[config.mk]
export PLATFORM = sky130hd
export DESIGN_NAME = rsc_spi_core
export DESIGN_NICKNAME = d
export VERILOG_FILES = /design/src/rsc_pkg.sv /design/src/rsc_spi_core.sv
export SDC_FILE = /design/constraint.sdc
export NUM_CORES = 2
export LEC_CHECK = 0
export BUFFER_PORTS_ARGS = -buffer_cell sky130_fd_sc_hd__clkbuf_2
export CORE_ASPECT_RATIO = 1.25
export CORE_MARGIN = 2
export CORE_UTILIZATION = 49
export DETAILED_ROUTE_END_ITERATION = 8
export PLACE_DENSITY = 0.67
export SKIP_CTS_REPAIR_TIMING = 1
export SLEW_MARGIN = 5
export SYNTH_ARGS = -nofsm -noshare
export SYNTH_HDL_FRONTEND = slang
export SYNTH_SLANG_ARGS = --single-unit
export TNS_END_PERCENT = 5
[constraint.sdc]
create_clock -name clk -period 7.1 [get_ports clk]
set_clock_uncertainty 0.15 [all_clocks]
set_input_delay 1.42 -clock clk [delete_from_list [all_inputs] [get_ports clk]]
set_output_delay 1.42 -clock clk [all_outputs]
set_load 0.01 [all_outputs]
[src/rsc_pkg.sv]
package rsc_pkg;
  // command opcodes
  localparam logic [7:0] CMD_RD_REG_MASK = 8'he0;
  localparam logic [7:0] CMD_RD_REG      = 8'h00;
  localparam logic [7:0] CMD_WR_REG      = 8'h20;
  localparam logic [7:0] CMD_RX_READ     = 8'h61;
  localparam logic [7:0] CMD_TX_WRITE    = 8'ha0;
  localparam logic [7:0] CMD_TX_FLUSH    = 8'he1;
  localparam logic [7:0] CMD_RX_FLUSH    = 8'he2;
  localparam logic [7:0] CMD_REPEAT      = 8'he3;
  localparam logic [7:0] CMD_UNLOCK      = 8'h50;
  localparam logic [7:0] CMD_RX_WIDTH    = 8'h60;
  localparam logic [7:0] CMD_ACK_WR_BASE = 8'ha8;
  localparam logic [7:0] CMD_ACK_WR_MASK = 8'hf8;
  localparam logic [7:0] CMD_NOACK_WR    = 8'hb0;
  localparam logic [7:0] CMD_IDLE        = 8'hff;
  localparam logic [7:0] UNLOCK_KEY      = 8'h73;
  localparam logic [2:0] PIPE_MAX        = 3'h5;
  localparam logic [2:0] PIPE_EMPTY      = 3'h7;
  // register addresses and fields
  localparam logic [4:0] REG_CONFIG      = 5'h00;
  localparam logic [4:0] REG_STATUS      = 5'h07;
  localparam logic [4:0] REG_FIFO_STATUS = 5'h17;
  localparam logic [4:0] REG_TEST_LO     = 5'h18;
  localparam logic [4:0] REG_TEST_HI     = 5'h1b;
  localparam int         BIT_DATA_RECEIVED_FLAG       = 6;
  localparam int         BIT_DATA_SENT_FLAG       = 5;
  localparam int         BIT_RETRY_LIMIT_FLAG      = 4;
  localparam logic [7:0] CONFIG_RST      = 8'h08;
  localparam int         REG_BYTES       = 5;
  localparam int         NREG            = 32;
  // fifo geometry
  localparam int         FIFO_DEPTH      = 3;
  localparam int         PAYLOAD_BYTES   = 32;
endpackage : rsc_pkg

[src/rsc_spi_core.sv]
`timescale 1ns/1ps
// How it works
// - read opcode returns register bytes, LSByte first
// - register writes only in power down/standby
// - rx read from byte 0, entry then popped
// - tx write fills new entry from byte 0
// - tx flush empties transmit fifo
// - repeat flag held until tx write or flush
// - unlock with key 0x73 toggles optional features
// - locked features ignore writes, read zeros
// - width read returns head rx payload size
// - ack payload write carries pipe 0..5
// - no-ack write marks single packet no-ack
// - idle opcode does nothing but shift status
// - multi-byte registers LSByte first, partial keeps
// - status byte shifted out after select falls
// - pipe number updates as interrupt pin falls
// - three-entry 32-byte tx and rx fifos
// - blocked ack fifo released by tx flush
// - retry limit keeps failed payload in fifo
// - irq low while any enabled flag set
// - mask bits block sources; unmasked at reset
// - undefined bits zero; test addresses protected
// - command msb first, data LSByte first
// - status flag bits 6,5,4, write one clears
// - config mask bits 6,5,4
module rsc_spi_core
  import rsc_pkg::*;
(
  input  wire logic       clk,
  input  wire logic       nrst,
  input  wire logic       ce,
  input  wire logic       spi_sck,
  input  wire logic       spi_cs_n,
  input  wire logic       spi_mosi,
  output logic            spi_miso,
  output logic            spi_miso_oe,
  output logic            irq_n,
  input  wire logic       standby,
  input  wire logic       receiver_role,
  input  wire logic       ev_received,
  input  wire logic [2:0] ev_pipe,
  input  wire logic [7:0] ev_rx_byte,
  input  wire logic       ev_rx_byte_valid,
  input  wire logic       ev_rx_commit,
  input  wire logic       ev_sent,
  input  wire logic       ev_retry_limit,
  input  wire logic       ev_tx_done,
  input  wire logic       link_lost_all,
  output logic            tx_payload_ready,
  output logic            tx_no_ack,
  output logic            tx_repeat,
  output logic            tx_blocked,
  output logic            features_on
);

  typedef enum logic [3:0] {
    ST_CMD  = 4'b0001,
    ST_DATA = 4'b0010,
    ST_DONE = 4'b0100,
    ST_IDLE = 4'b1000
  } rsc_state_t;

  ////////////////////////////////////////////////////////////////////////////
  // pin synchronisers
  logic [2:0] sck_s, cs_s, mosi_s;
  always_ff @(posedge clk) begin
    if (!nrst) begin
      sck_s  <= 3'h0;
      cs_s   <= 3'h7;
      mosi_s <= 3'h0;
    end else if (ce) begin
      sck_s  <= {sck_s[1:0], spi_sck};
      cs_s   <= {cs_s[1:0], spi_cs_n};
      mosi_s <= {mosi_s[1:0], spi_mosi};
    end
  end
  // only stages 1 and 2 feed logic; stage 0 is the metastability catcher
  wire sck_rise = sck_s[1] & ~sck_s[2];
  wire sck_fall = ~sck_s[1] & sck_s[2];
  wire cs_fall  = ~cs_s[1] & cs_s[2];
  wire cs_rise  = cs_s[1] & ~cs_s[2];
  wire sel      = ~cs_s[1];
  wire din      = mosi_s[2];

  ////////////////////////////////////////////////////////////////////////////
  // storage
  logic [7:0] regs [NREG][REG_BYTES];
  logic [7:0] txm [FIFO_DEPTH][PAYLOAD_BYTES];
  logic [7:0] rxm [FIFO_DEPTH][PAYLOAD_BYTES];
  logic [5:0] rx_len [FIFO_DEPTH];
  logic [2:0] rx_pipe [FIFO_DEPTH];
  logic [1:0] tx_wp, tx_rp, tx_cnt, rx_wp, rx_rp, rx_cnt;
  logic [5:0] rx_fill;
  logic [2:0] flags;  // data_received_flag, data_sent_flag, retry_limit_flag
  logic [2:0] pipe_number;
  logic       unlocked;
  logic       repeat_on;
  logic       noack_pend;

  ////////////////////////////////////////////////////////////////////////////
  // serial shifter
  rsc_state_t state;
  logic [7:0] cmd, sh_in, sh_out;
  logic [2:0] bitn;
  logic [5:0] byten;
  logic       byte_done;
  logic [7:0] rx_byte;
  logic       tx_full, rx_empty;
  assign tx_full  = (tx_cnt == 2'(FIFO_DEPTH));
  assign rx_empty = (rx_cnt == 2'h0);
  wire [7:0] status = {1'b0, flags, pipe_number, tx_full};

  wire is_wrreg = (cmd & CMD_RD_REG_MASK) == CMD_WR_REG;
  wire is_ackwr = (cmd & CMD_ACK_WR_MASK) == CMD_ACK_WR_BASE;
  wire is_txwr  = (cmd == CMD_TX_WRITE) | (unlocked & (cmd == CMD_NOACK_WR)) |
                  (unlocked & is_ackwr & (cmd[2:0] <= PIPE_MAX));
  wire quiet    = standby;  // power down or standby
  wire [4:0] ra = cmd[4:0];

  // read data for the byte about to be shifted out
  function automatic logic [7:0] rd_byte(input logic [7:0] c,
                                         input logic [5:0] n);
    logic [7:0] v;
    v = 8'h00;
    if ((c & CMD_RD_REG_MASK) == CMD_RD_REG) begin
      if (c[4:0] == REG_STATUS && n == 6'h0)
        v = status;
      else if (c[4:0] == REG_FIFO_STATUS && n == 6'h0)
        v = {1'b0, repeat_on, tx_full, tx_cnt == 2'h0, 2'b00,
             rx_cnt == 2'(FIFO_DEPTH), rx_empty};
      else if (n < 6'(REG_BYTES))
        v = regs[c[4:0]][n[2:0]];
    end else if (c == CMD_RX_READ && !rx_empty)
      v = rxm[rx_rp][n[4:0]];
    else if (c == CMD_RX_WIDTH && unlocked && n == 6'h0 && !rx_empty)
      v = {2'b00, rx_len[rx_rp]};
    return v;
  endfunction

  always_ff @(posedge clk) begin
    if (!nrst) begin
      state     <= ST_IDLE;
      bitn      <= 3'h0;
      byten     <= 6'h0;
      cmd       <= CMD_IDLE;
      sh_in     <= 8'h00;
      sh_out    <= 8'h00;
      byte_done <= 1'b0;
      rx_byte   <= 8'h00;
    end else if (ce) begin
      byte_done <= 1'b0;
      if (cs_rise || !sel) begin
        state <= ST_IDLE;
        bitn  <= 3'h0;
      end else if (cs_fall) begin
        state  <= ST_CMD;
        bitn   <= 3'h0;
        byten  <= 6'h0;
        sh_out <= status;
      end else if (sck_rise && state != ST_IDLE) begin
        sh_in <= {sh_in[6:0], din};
        bitn  <= bitn + 3'h1;
        if (bitn == 3'h7) begin
          byte_done <= 1'b1;
          rx_byte   <= {sh_in[6:0], din};
          if (state == ST_CMD) begin
            cmd   <= {sh_in[6:0], din};
            state <= ST_DATA;
          end else
            byten <= byten + 6'h1;
        end
      end else if (sck_fall && state != ST_IDLE) begin
        if (bitn == 3'h0 && state == ST_DATA)
          sh_out <= rd_byte(cmd, byten);
        else
          sh_out <= {sh_out[6:0], 1'b0};
      end
    end
  end

  ////////////////////////////////////////////////////////////////////////////
  // command execution on completed bytes
  wire first_cmd = byte_done && state == ST_DATA && bitn == 3'h0 &&
                   byten == 6'h0;
  wire data_byte = byte_done && byten != 6'h0;
  wire [5:0] didx = byten - 6'h1;
  logic       tx_open;   // current write accepted into fifo
  logic [5:0] tx_bytes;
  wire tx_flush = first_cmd && rx_byte == CMD_TX_FLUSH;
  wire rx_flush = first_cmd && rx_byte == CMD_RX_FLUSH;
  wire tx_commit = tx_open && cs_rise && tx_bytes != 6'h0;
  wire rx_pop = cs_rise && state == ST_DATA && cmd == CMD_RX_READ &&
                byten != 6'h0 && !rx_empty;
  wire unlock_hit = data_byte && didx == 6'h0 && cmd == CMD_UNLOCK &&
                    rx_byte == UNLOCK_KEY && quiet;

  always_ff @(posedge clk) begin
    if (!nrst) begin
      tx_open    <= 1'b0;
      tx_bytes   <= 6'h0;
      noack_pend <= 1'b0;
    end else if (ce) begin
      if (cs_rise)
        tx_open <= 1'b0;
      else if (first_cmd) begin
        tx_open  <= 1'b0;
        tx_bytes <= 6'h0;
        // cmd was loaded on the same edge as rx_byte, so both agree here
        if (is_txwr && !tx_full)
          tx_open <= 1'b1;
        noack_pend <= unlocked && rx_byte == CMD_NOACK_WR;
      end else if (data_byte && tx_open && didx < 6'(PAYLOAD_BYTES)) begin
        txm[tx_wp][didx[4:0]] <= rx_byte;
        tx_bytes <= byten;
      end
    end
  end

  // register writes, byte by byte, upper bytes kept on a short write
  always_ff @(posedge clk) begin
    if (!nrst) begin
      for (int r = 0; r < NREG; r++)
        for (int b = 0; b < REG_BYTES; b++)
          regs[r][b] <= (r == 0 && b == 0) ? CONFIG_RST : 8'h00;
    end else if (ce) begin
      if (data_byte && is_wrreg && quiet && didx < 6'(REG_BYTES) &&
          !(ra >= REG_TEST_LO && ra <= REG_TEST_HI) &&
          ra != REG_STATUS && ra != REG_FIFO_STATUS)
        regs[ra][didx[2:0]] <= rx_byte;
    end
  end

  // unlock toggle and repeat flag
  always_ff @(posedge clk) begin
    if (!nrst) begin
      unlocked  <= 1'b0;
      repeat_on <= 1'b0;
    end else if (ce) begin
      if (unlock_hit)
        unlocked <= ~unlocked;
      if (tx_flush || (first_cmd && rx_byte == CMD_TX_WRITE))
        repeat_on <= 1'b0;
      else if (first_cmd && rx_byte == CMD_REPEAT)
        repeat_on <= 1'b1;
    end
  end

  ////////////////////////////////////////////////////////////////////////////
  // fifo pointers
  wire tx_pop = ev_tx_done && tx_cnt != 2'h0 && !repeat_on;
  always_ff @(posedge clk) begin
    if (!nrst) begin
      tx_wp  <= 2'h0;
      tx_rp  <= 2'h0;
      tx_cnt <= 2'h0;
    end else if (ce) begin
      if (tx_flush) begin
        tx_wp  <= 2'h0;
        tx_rp  <= 2'h0;
        tx_cnt <= 2'h0;
      end else begin
        if (tx_commit)
          tx_wp <= (tx_wp == 2'(FIFO_DEPTH - 1)) ? 2'h0 : tx_wp + 2'h1;
        if (tx_pop)
          tx_rp <= (tx_rp == 2'(FIFO_DEPTH - 1)) ? 2'h0 : tx_rp + 2'h1;
        tx_cnt <= tx_cnt + 2'(tx_commit) - 2'(tx_pop);
      end
    end
  end

  wire rx_push = ev_rx_commit && rx_cnt != 2'(FIFO_DEPTH) && rx_fill != 6'h0;
  wire [1:0] next_rx_rp = (rx_rp == 2'(FIFO_DEPTH - 1)) ? 2'h0 : rx_rp + 2'h1;
  always_ff @(posedge clk) begin
    if (!nrst) begin
      rx_wp   <= 2'h0;
      rx_rp   <= 2'h0;
      rx_cnt  <= 2'h0;
      rx_fill <= 6'h0;
    end else if (ce) begin
      if (ev_rx_byte_valid && rx_fill < 6'(PAYLOAD_BYTES) &&
          rx_cnt != 2'(FIFO_DEPTH)) begin
        rxm[rx_wp][rx_fill[4:0]] <= ev_rx_byte;
        rx_fill <= rx_fill + 6'h1;
      end
      if (rx_push) begin
        rx_len[rx_wp]  <= rx_fill;
        rx_pipe[rx_wp] <= ev_pipe;
        rx_fill        <= 6'h0;
      end
      if (rx_flush) begin
        rx_wp  <= 2'h0;
        rx_rp  <= 2'h0;
        rx_cnt <= 2'h0;
      end else begin
        if (rx_push)
          rx_wp <= (rx_wp == 2'(FIFO_DEPTH - 1)) ? 2'h0 : rx_wp + 2'h1;
        if (rx_pop)
          rx_rp <= next_rx_rp;
        rx_cnt <= rx_cnt + 2'(rx_push) - 2'(rx_pop);
      end
    end
  end

  ////////////////////////////////////////////////////////////////////////////
  // sticky flags: hardware set beats write-one clear
  wire clr_wr = data_byte && is_wrreg && quiet && ra == REG_STATUS &&
                didx == 6'h0;
  wire [2:0] ev_set = {ev_received, ev_sent, ev_retry_limit};
  wire [2:0] ev_clr = clr_wr ? rx_byte[BIT_DATA_RECEIVED_FLAG:BIT_RETRY_LIMIT_FLAG] : 3'h0;
  always_ff @(posedge clk) begin
    if (!nrst)
      flags <= 3'h0;
    else if (ce)
      flags <= ev_set | (flags & ~ev_clr);
  end

  // pipe number moves together with the pin falling
  wire [7:0] cfg = regs[REG_CONFIG][0];
  wire [2:0] enabled = flags & ~cfg[BIT_DATA_RECEIVED_FLAG:BIT_RETRY_LIMIT_FLAG];
  wire [2:0] next_enabled = (ev_set | (flags & ~ev_clr)) &
                            ~cfg[BIT_DATA_RECEIVED_FLAG:BIT_RETRY_LIMIT_FLAG];
  always_ff @(posedge clk) begin
    if (!nrst)
      pipe_number <= PIPE_EMPTY;
    else if (ce) begin
      if ((rx_empty || (rx_pop && rx_cnt == 2'h1)) && !rx_push)
        pipe_number <= PIPE_EMPTY;
      else if (rx_empty || (rx_pop && rx_cnt == 2'h1))
        pipe_number <= ev_pipe;  // new head slot is written this very cycle
      else if ((next_enabled != 3'h0 && enabled == 3'h0) || rx_pop ||
               pipe_number == PIPE_EMPTY)
        pipe_number <= rx_pipe[rx_pop ? next_rx_rp : rx_rp];
    end
  end

  ////////////////////////////////////////////////////////////////////////////
  // registered outputs
  always_ff @(posedge clk) begin
    if (!nrst) begin
      spi_miso         <= 1'b0;
      spi_miso_oe      <= 1'b0;
      irq_n            <= 1'b1;
      tx_payload_ready <= 1'b0;
      tx_no_ack        <= 1'b0;
      tx_repeat        <= 1'b0;
      tx_blocked       <= 1'b0;
      features_on      <= 1'b0;
    end else if (ce) begin
      spi_miso         <= sh_out[7];
      spi_miso_oe      <= sel && state != ST_IDLE;
      irq_n            <= ~(next_enabled != 3'h0);
      tx_payload_ready <= tx_cnt != 2'h0;
      if (tx_commit)
        tx_no_ack <= noack_pend;
      else if (tx_pop || tx_flush)
        tx_no_ack <= 1'b0;
      tx_repeat        <= repeat_on && receiver_role == 1'b0;
      tx_blocked       <= receiver_role && link_lost_all && tx_cnt != 2'h0;
      features_on      <= unlocked;
    end
  end

endmodule : rsc_spi_core

==> reports/metrics.csv <==
stage,metric,value,unit
setup_path,"Req. time, crit path",7.42,ns
floorplanning,row cnt,178,
outcome,status,finished clean,
power_and_ir_drop,Power Total,26.3,mW
setup_path,worst r2r src,byten[0],
placement,hpwl dp,183000,um
global_route,wire length of the first global-routing pass,391000,um
cells_and_area,final instance area,0.103,sq mm
timing,Final Hold Vio Count,0,
timing,final worst setup slack,2.02,ns
power_and_ir_drop,Peak VDD IR,0.288,mV
cells_and_area,area delta synth->final,11.1,%
timing,Final setup violation count,0,
placement,Final GP Congestion,0.969,
timing,RSZ-0062 raised after global routing,false,
timing,slew margin rel.,4.24,%
setup_path,crit path cell chain,inv_2 > ha_1 > or4b_4 > and4b_1 > o211ai_2 > nor3b_2 > nand3_4 > buf_4 > o21ai_0,
synth,register area share after synthesis,69.3,%
floorplanning,Placeable Area,0.188,sq mm
floorplanning,Die Y,490,um
clock_tree,clock sinks,2173,
clock_tree,H-tree depth,4,
drt,Final ANT Viol Nets,0,
power_and_ir_drop,Pwr Density,255,mW/mm^2
drt,DRC errors left,0,
setup_path,crit path DAT,5.41,ns
synth,ys flop type,edfxtp_1,
placement,IO Port Bufs,33,
synth,post-synthesis cell count,6041,
floorplanning,Initial Utilization,49.3,%
cells_and_area,layout cell share with drive strength beyond 1,17.2,%
setup_path,CP Capture Type,register,
synth,mapped cell area,0.0927,sq mm
global_route,vias in the first global route,54100,
synth,post-synth cell types,91,
power_and_ir_drop,Leakage,32.4,nW
min_path,hold_sp,tx_bytes[4],
clock_tree,Clock Latency Late Sink,0.87,ns
timing,final worst-path cycle share,71.6,%
global_route,Congestion Overflow GR,0,
global_route,largest net degree at the start of global routing,157,
flow_run,Max Cap Viol,0,
synth,"flops & latches, synth",2173,
drt,Avg WL per Cell,30.6,um
synth,Synth async-reset ratio,0,%
drt,Routed Wire Length,274000,um
setup_path,worst setup path start,byten[0],
setup_path,CP max-delay cell,o21ai_0,
global_route,Total Routing Usage GR,28.4,%
cells_and_area,Filler Cell Count,14900,
timing,min Tclk post-route,5.08,ns
clock_tree,TritonCTS buffer count,203,
timing,Tightest Pin Transition,1.44,ns
clock_tree,Clock transition at path regs,0.07,ns
clock_tree,CTS tree,yes,
synth,Yosys warnings,0,
min_path,worst hold path class,reg -> reg,
setup_path,critical path's largest stage delay,0.87,ns
timing,fmax,197,MHz
timing,Fin Setup TNS,0,ns
setup_path,crit-path max FO,48,
timing,Final Slew Violations,0,
cells_and_area,register area,0.0643,sq mm
global_route,antenna violations before repair,17,
drt,starting DRC count in detailed routing,8458,
placement,DP Worst Slack,1.74,ns
synth,Post-synth EDFFs,2075,
drt,vias post-DR,56200,
placement,DP Area,0.0964,sq mm
drt,Pre-antenna DRT Iters,9,
placement,placed insts,8587,
floorplanning,Die W,393,um
cells_and_area,area of the multi-input gates,0.0269,sq mm
clock_tree,Root Buffer,clkbuf_16,
synth,mean area per synthesized cell,15.3,sq um
setup_path,crit path launch type,register,
floorplanning,Boundary Pins,34,
floorplanning,die footprint,0.193,sq mm
setup_path,critical path class,reg -> reg,
clock_tree,Clock Tree Buf Depth,3,
drt,drt via density,6.26,
cells_and_area,Final nets,6313,
cells_and_area,fin cells,8968,
per-layer routing:
metal  vias to the layer above  GRT usage (%)  part of all wire [%]
met1                     28300           37.5                    36
met4                        16           12.6                   5.3
met5                         -              0                 0.034
met2                      3877           43.9                    47
li1                      23200              -                     -
met3                       794           7.98                    12
layout by cell type (no fill, tap or decap), types with 39 or more instances in the layout:
cell and instances:
a21oi_1 100, clkbuf_16 205, nor2_1 1122, nor3_1 96, o21ai_0 219, mux4_2 470, mux2_2 57, dfxtp_1 80
inv_1 54, clkbuf_1 39, conb_1 240, clkinv_1 48, edfxtp_1 2075, buf_4 182, and2_1 127, nand2_1 466
mux2i_1 221, nand3_1 49
sequential cells by signal (all words and copies together) (netlist names), 7 cells and up, named ones only:
name	flops
sh_out	8
cmd	8
rx_len	18
rx_byte	8
rx_pipe	9
sh_in	7
rxm	768
regs	1280
worst max-delay path: cells and delay by family, from the launching register on:
kind | cells | cell delay, ns
flip-flops | 1 | 0.69
AO/OA/AOI/OAI | 2 | 1.07
adder cells (fa/ha/maj) | 1 | 0.28
buffers and inverters | 2 | 0.57
AND/OR/NAND/NOR | 4 | 1.84
power by group:
part / internal, mW / switching (mW) / total (mW)
sequential: 14.4 / 0.163 / 14.6
clock: 5.98 / 4.94 / 10.9
combinational: 0.263 / 0.517 / 0.781
total: 20.7 / 5.62 / 26.3
layout make-up:
| cell class | instances | share of cell area (%) |
|---|---|---|
| inverter | 64 | 0.239 |
| multi-input combinational | 3610 | 26.2 |
| timing repair buffer | 220 | 1.69 |
| clock inverter | 132 | 1.24 |
| antenna | 3 | 0.00729 |
| sequential | 2173 | 62.4 |
| tap | 2520 | 3.06 |
| clock buffer | 246 | 5.15 |
synth_stat cells (11+ instances only):
cell type,instances,area (sq um)
a211oi_1,22,165
buf_6,35,394
mux2i_1,221,2210
o31ai_1,12,90.1
edfxtp_1,2075,62300
dfxtp_1,98,1960
mux4_2,470,10600
a22oi_1,33,248
and2_1,127,795
mux2_2,57,642
a31oi_1,29,181
nor4_1,12,75.1
o2111ai_1,15,131
a21oi_1,100,500
inv_1,58,218
buf_1,23,86.3
nor2_1,1124,4220
nand4_1,19,119
o211ai_1,29,218
and3_1,13,81.3
buf_2,117,586
o221ai_1,12,105
ha_1,15,188
nand3_1,53,265
a221oi_1,13,114
o21ai_0,223,1120
buf_4,34,255
nor2b_1,24,150
nor3b_1,11,82.6
clkbuf_1,222,833
nand2_1,466,1750
nor3_1,96,480
nand2b_1,19,119
stage by stage:
| stage | utilization, % | hold WS, ns |
|---|---|---|
| floorplan | - | 0.277 |
| global placement | 51.3 | 0.288 |
| detailed placement | 51.3 | 0.297 |
| CTS | 54.8 | 0.304 |
| global route | 54.8 | 0.323 |
| finish | 54.8 | 0.304 |
logic make-up after synthesis:
group                      synth area share [%]
other                                   0.00405
AOI/OAI and AO/OA                          3.95
muxes                                      14.5
and+or+nand+nor                            9.25
xor gates and xnor gates                  0.104
DFF                                        69.3
buffers and inverters                      2.63
adders and majority gates                 0.203
path summary, 6_finish.rpt:
path | end | slack [ns] | cells past startpoint
worst min-delay path | tx_bytes[4] | 0.30 | 2
worst max register to register | regs[29][30] | 2.02 | 9
worst min register to register | tx_bytes[4] | 0.30 | 2
worst max-delay path | regs[29][30] | 2.02 | 9
Power figures use the tool's default switching activity.
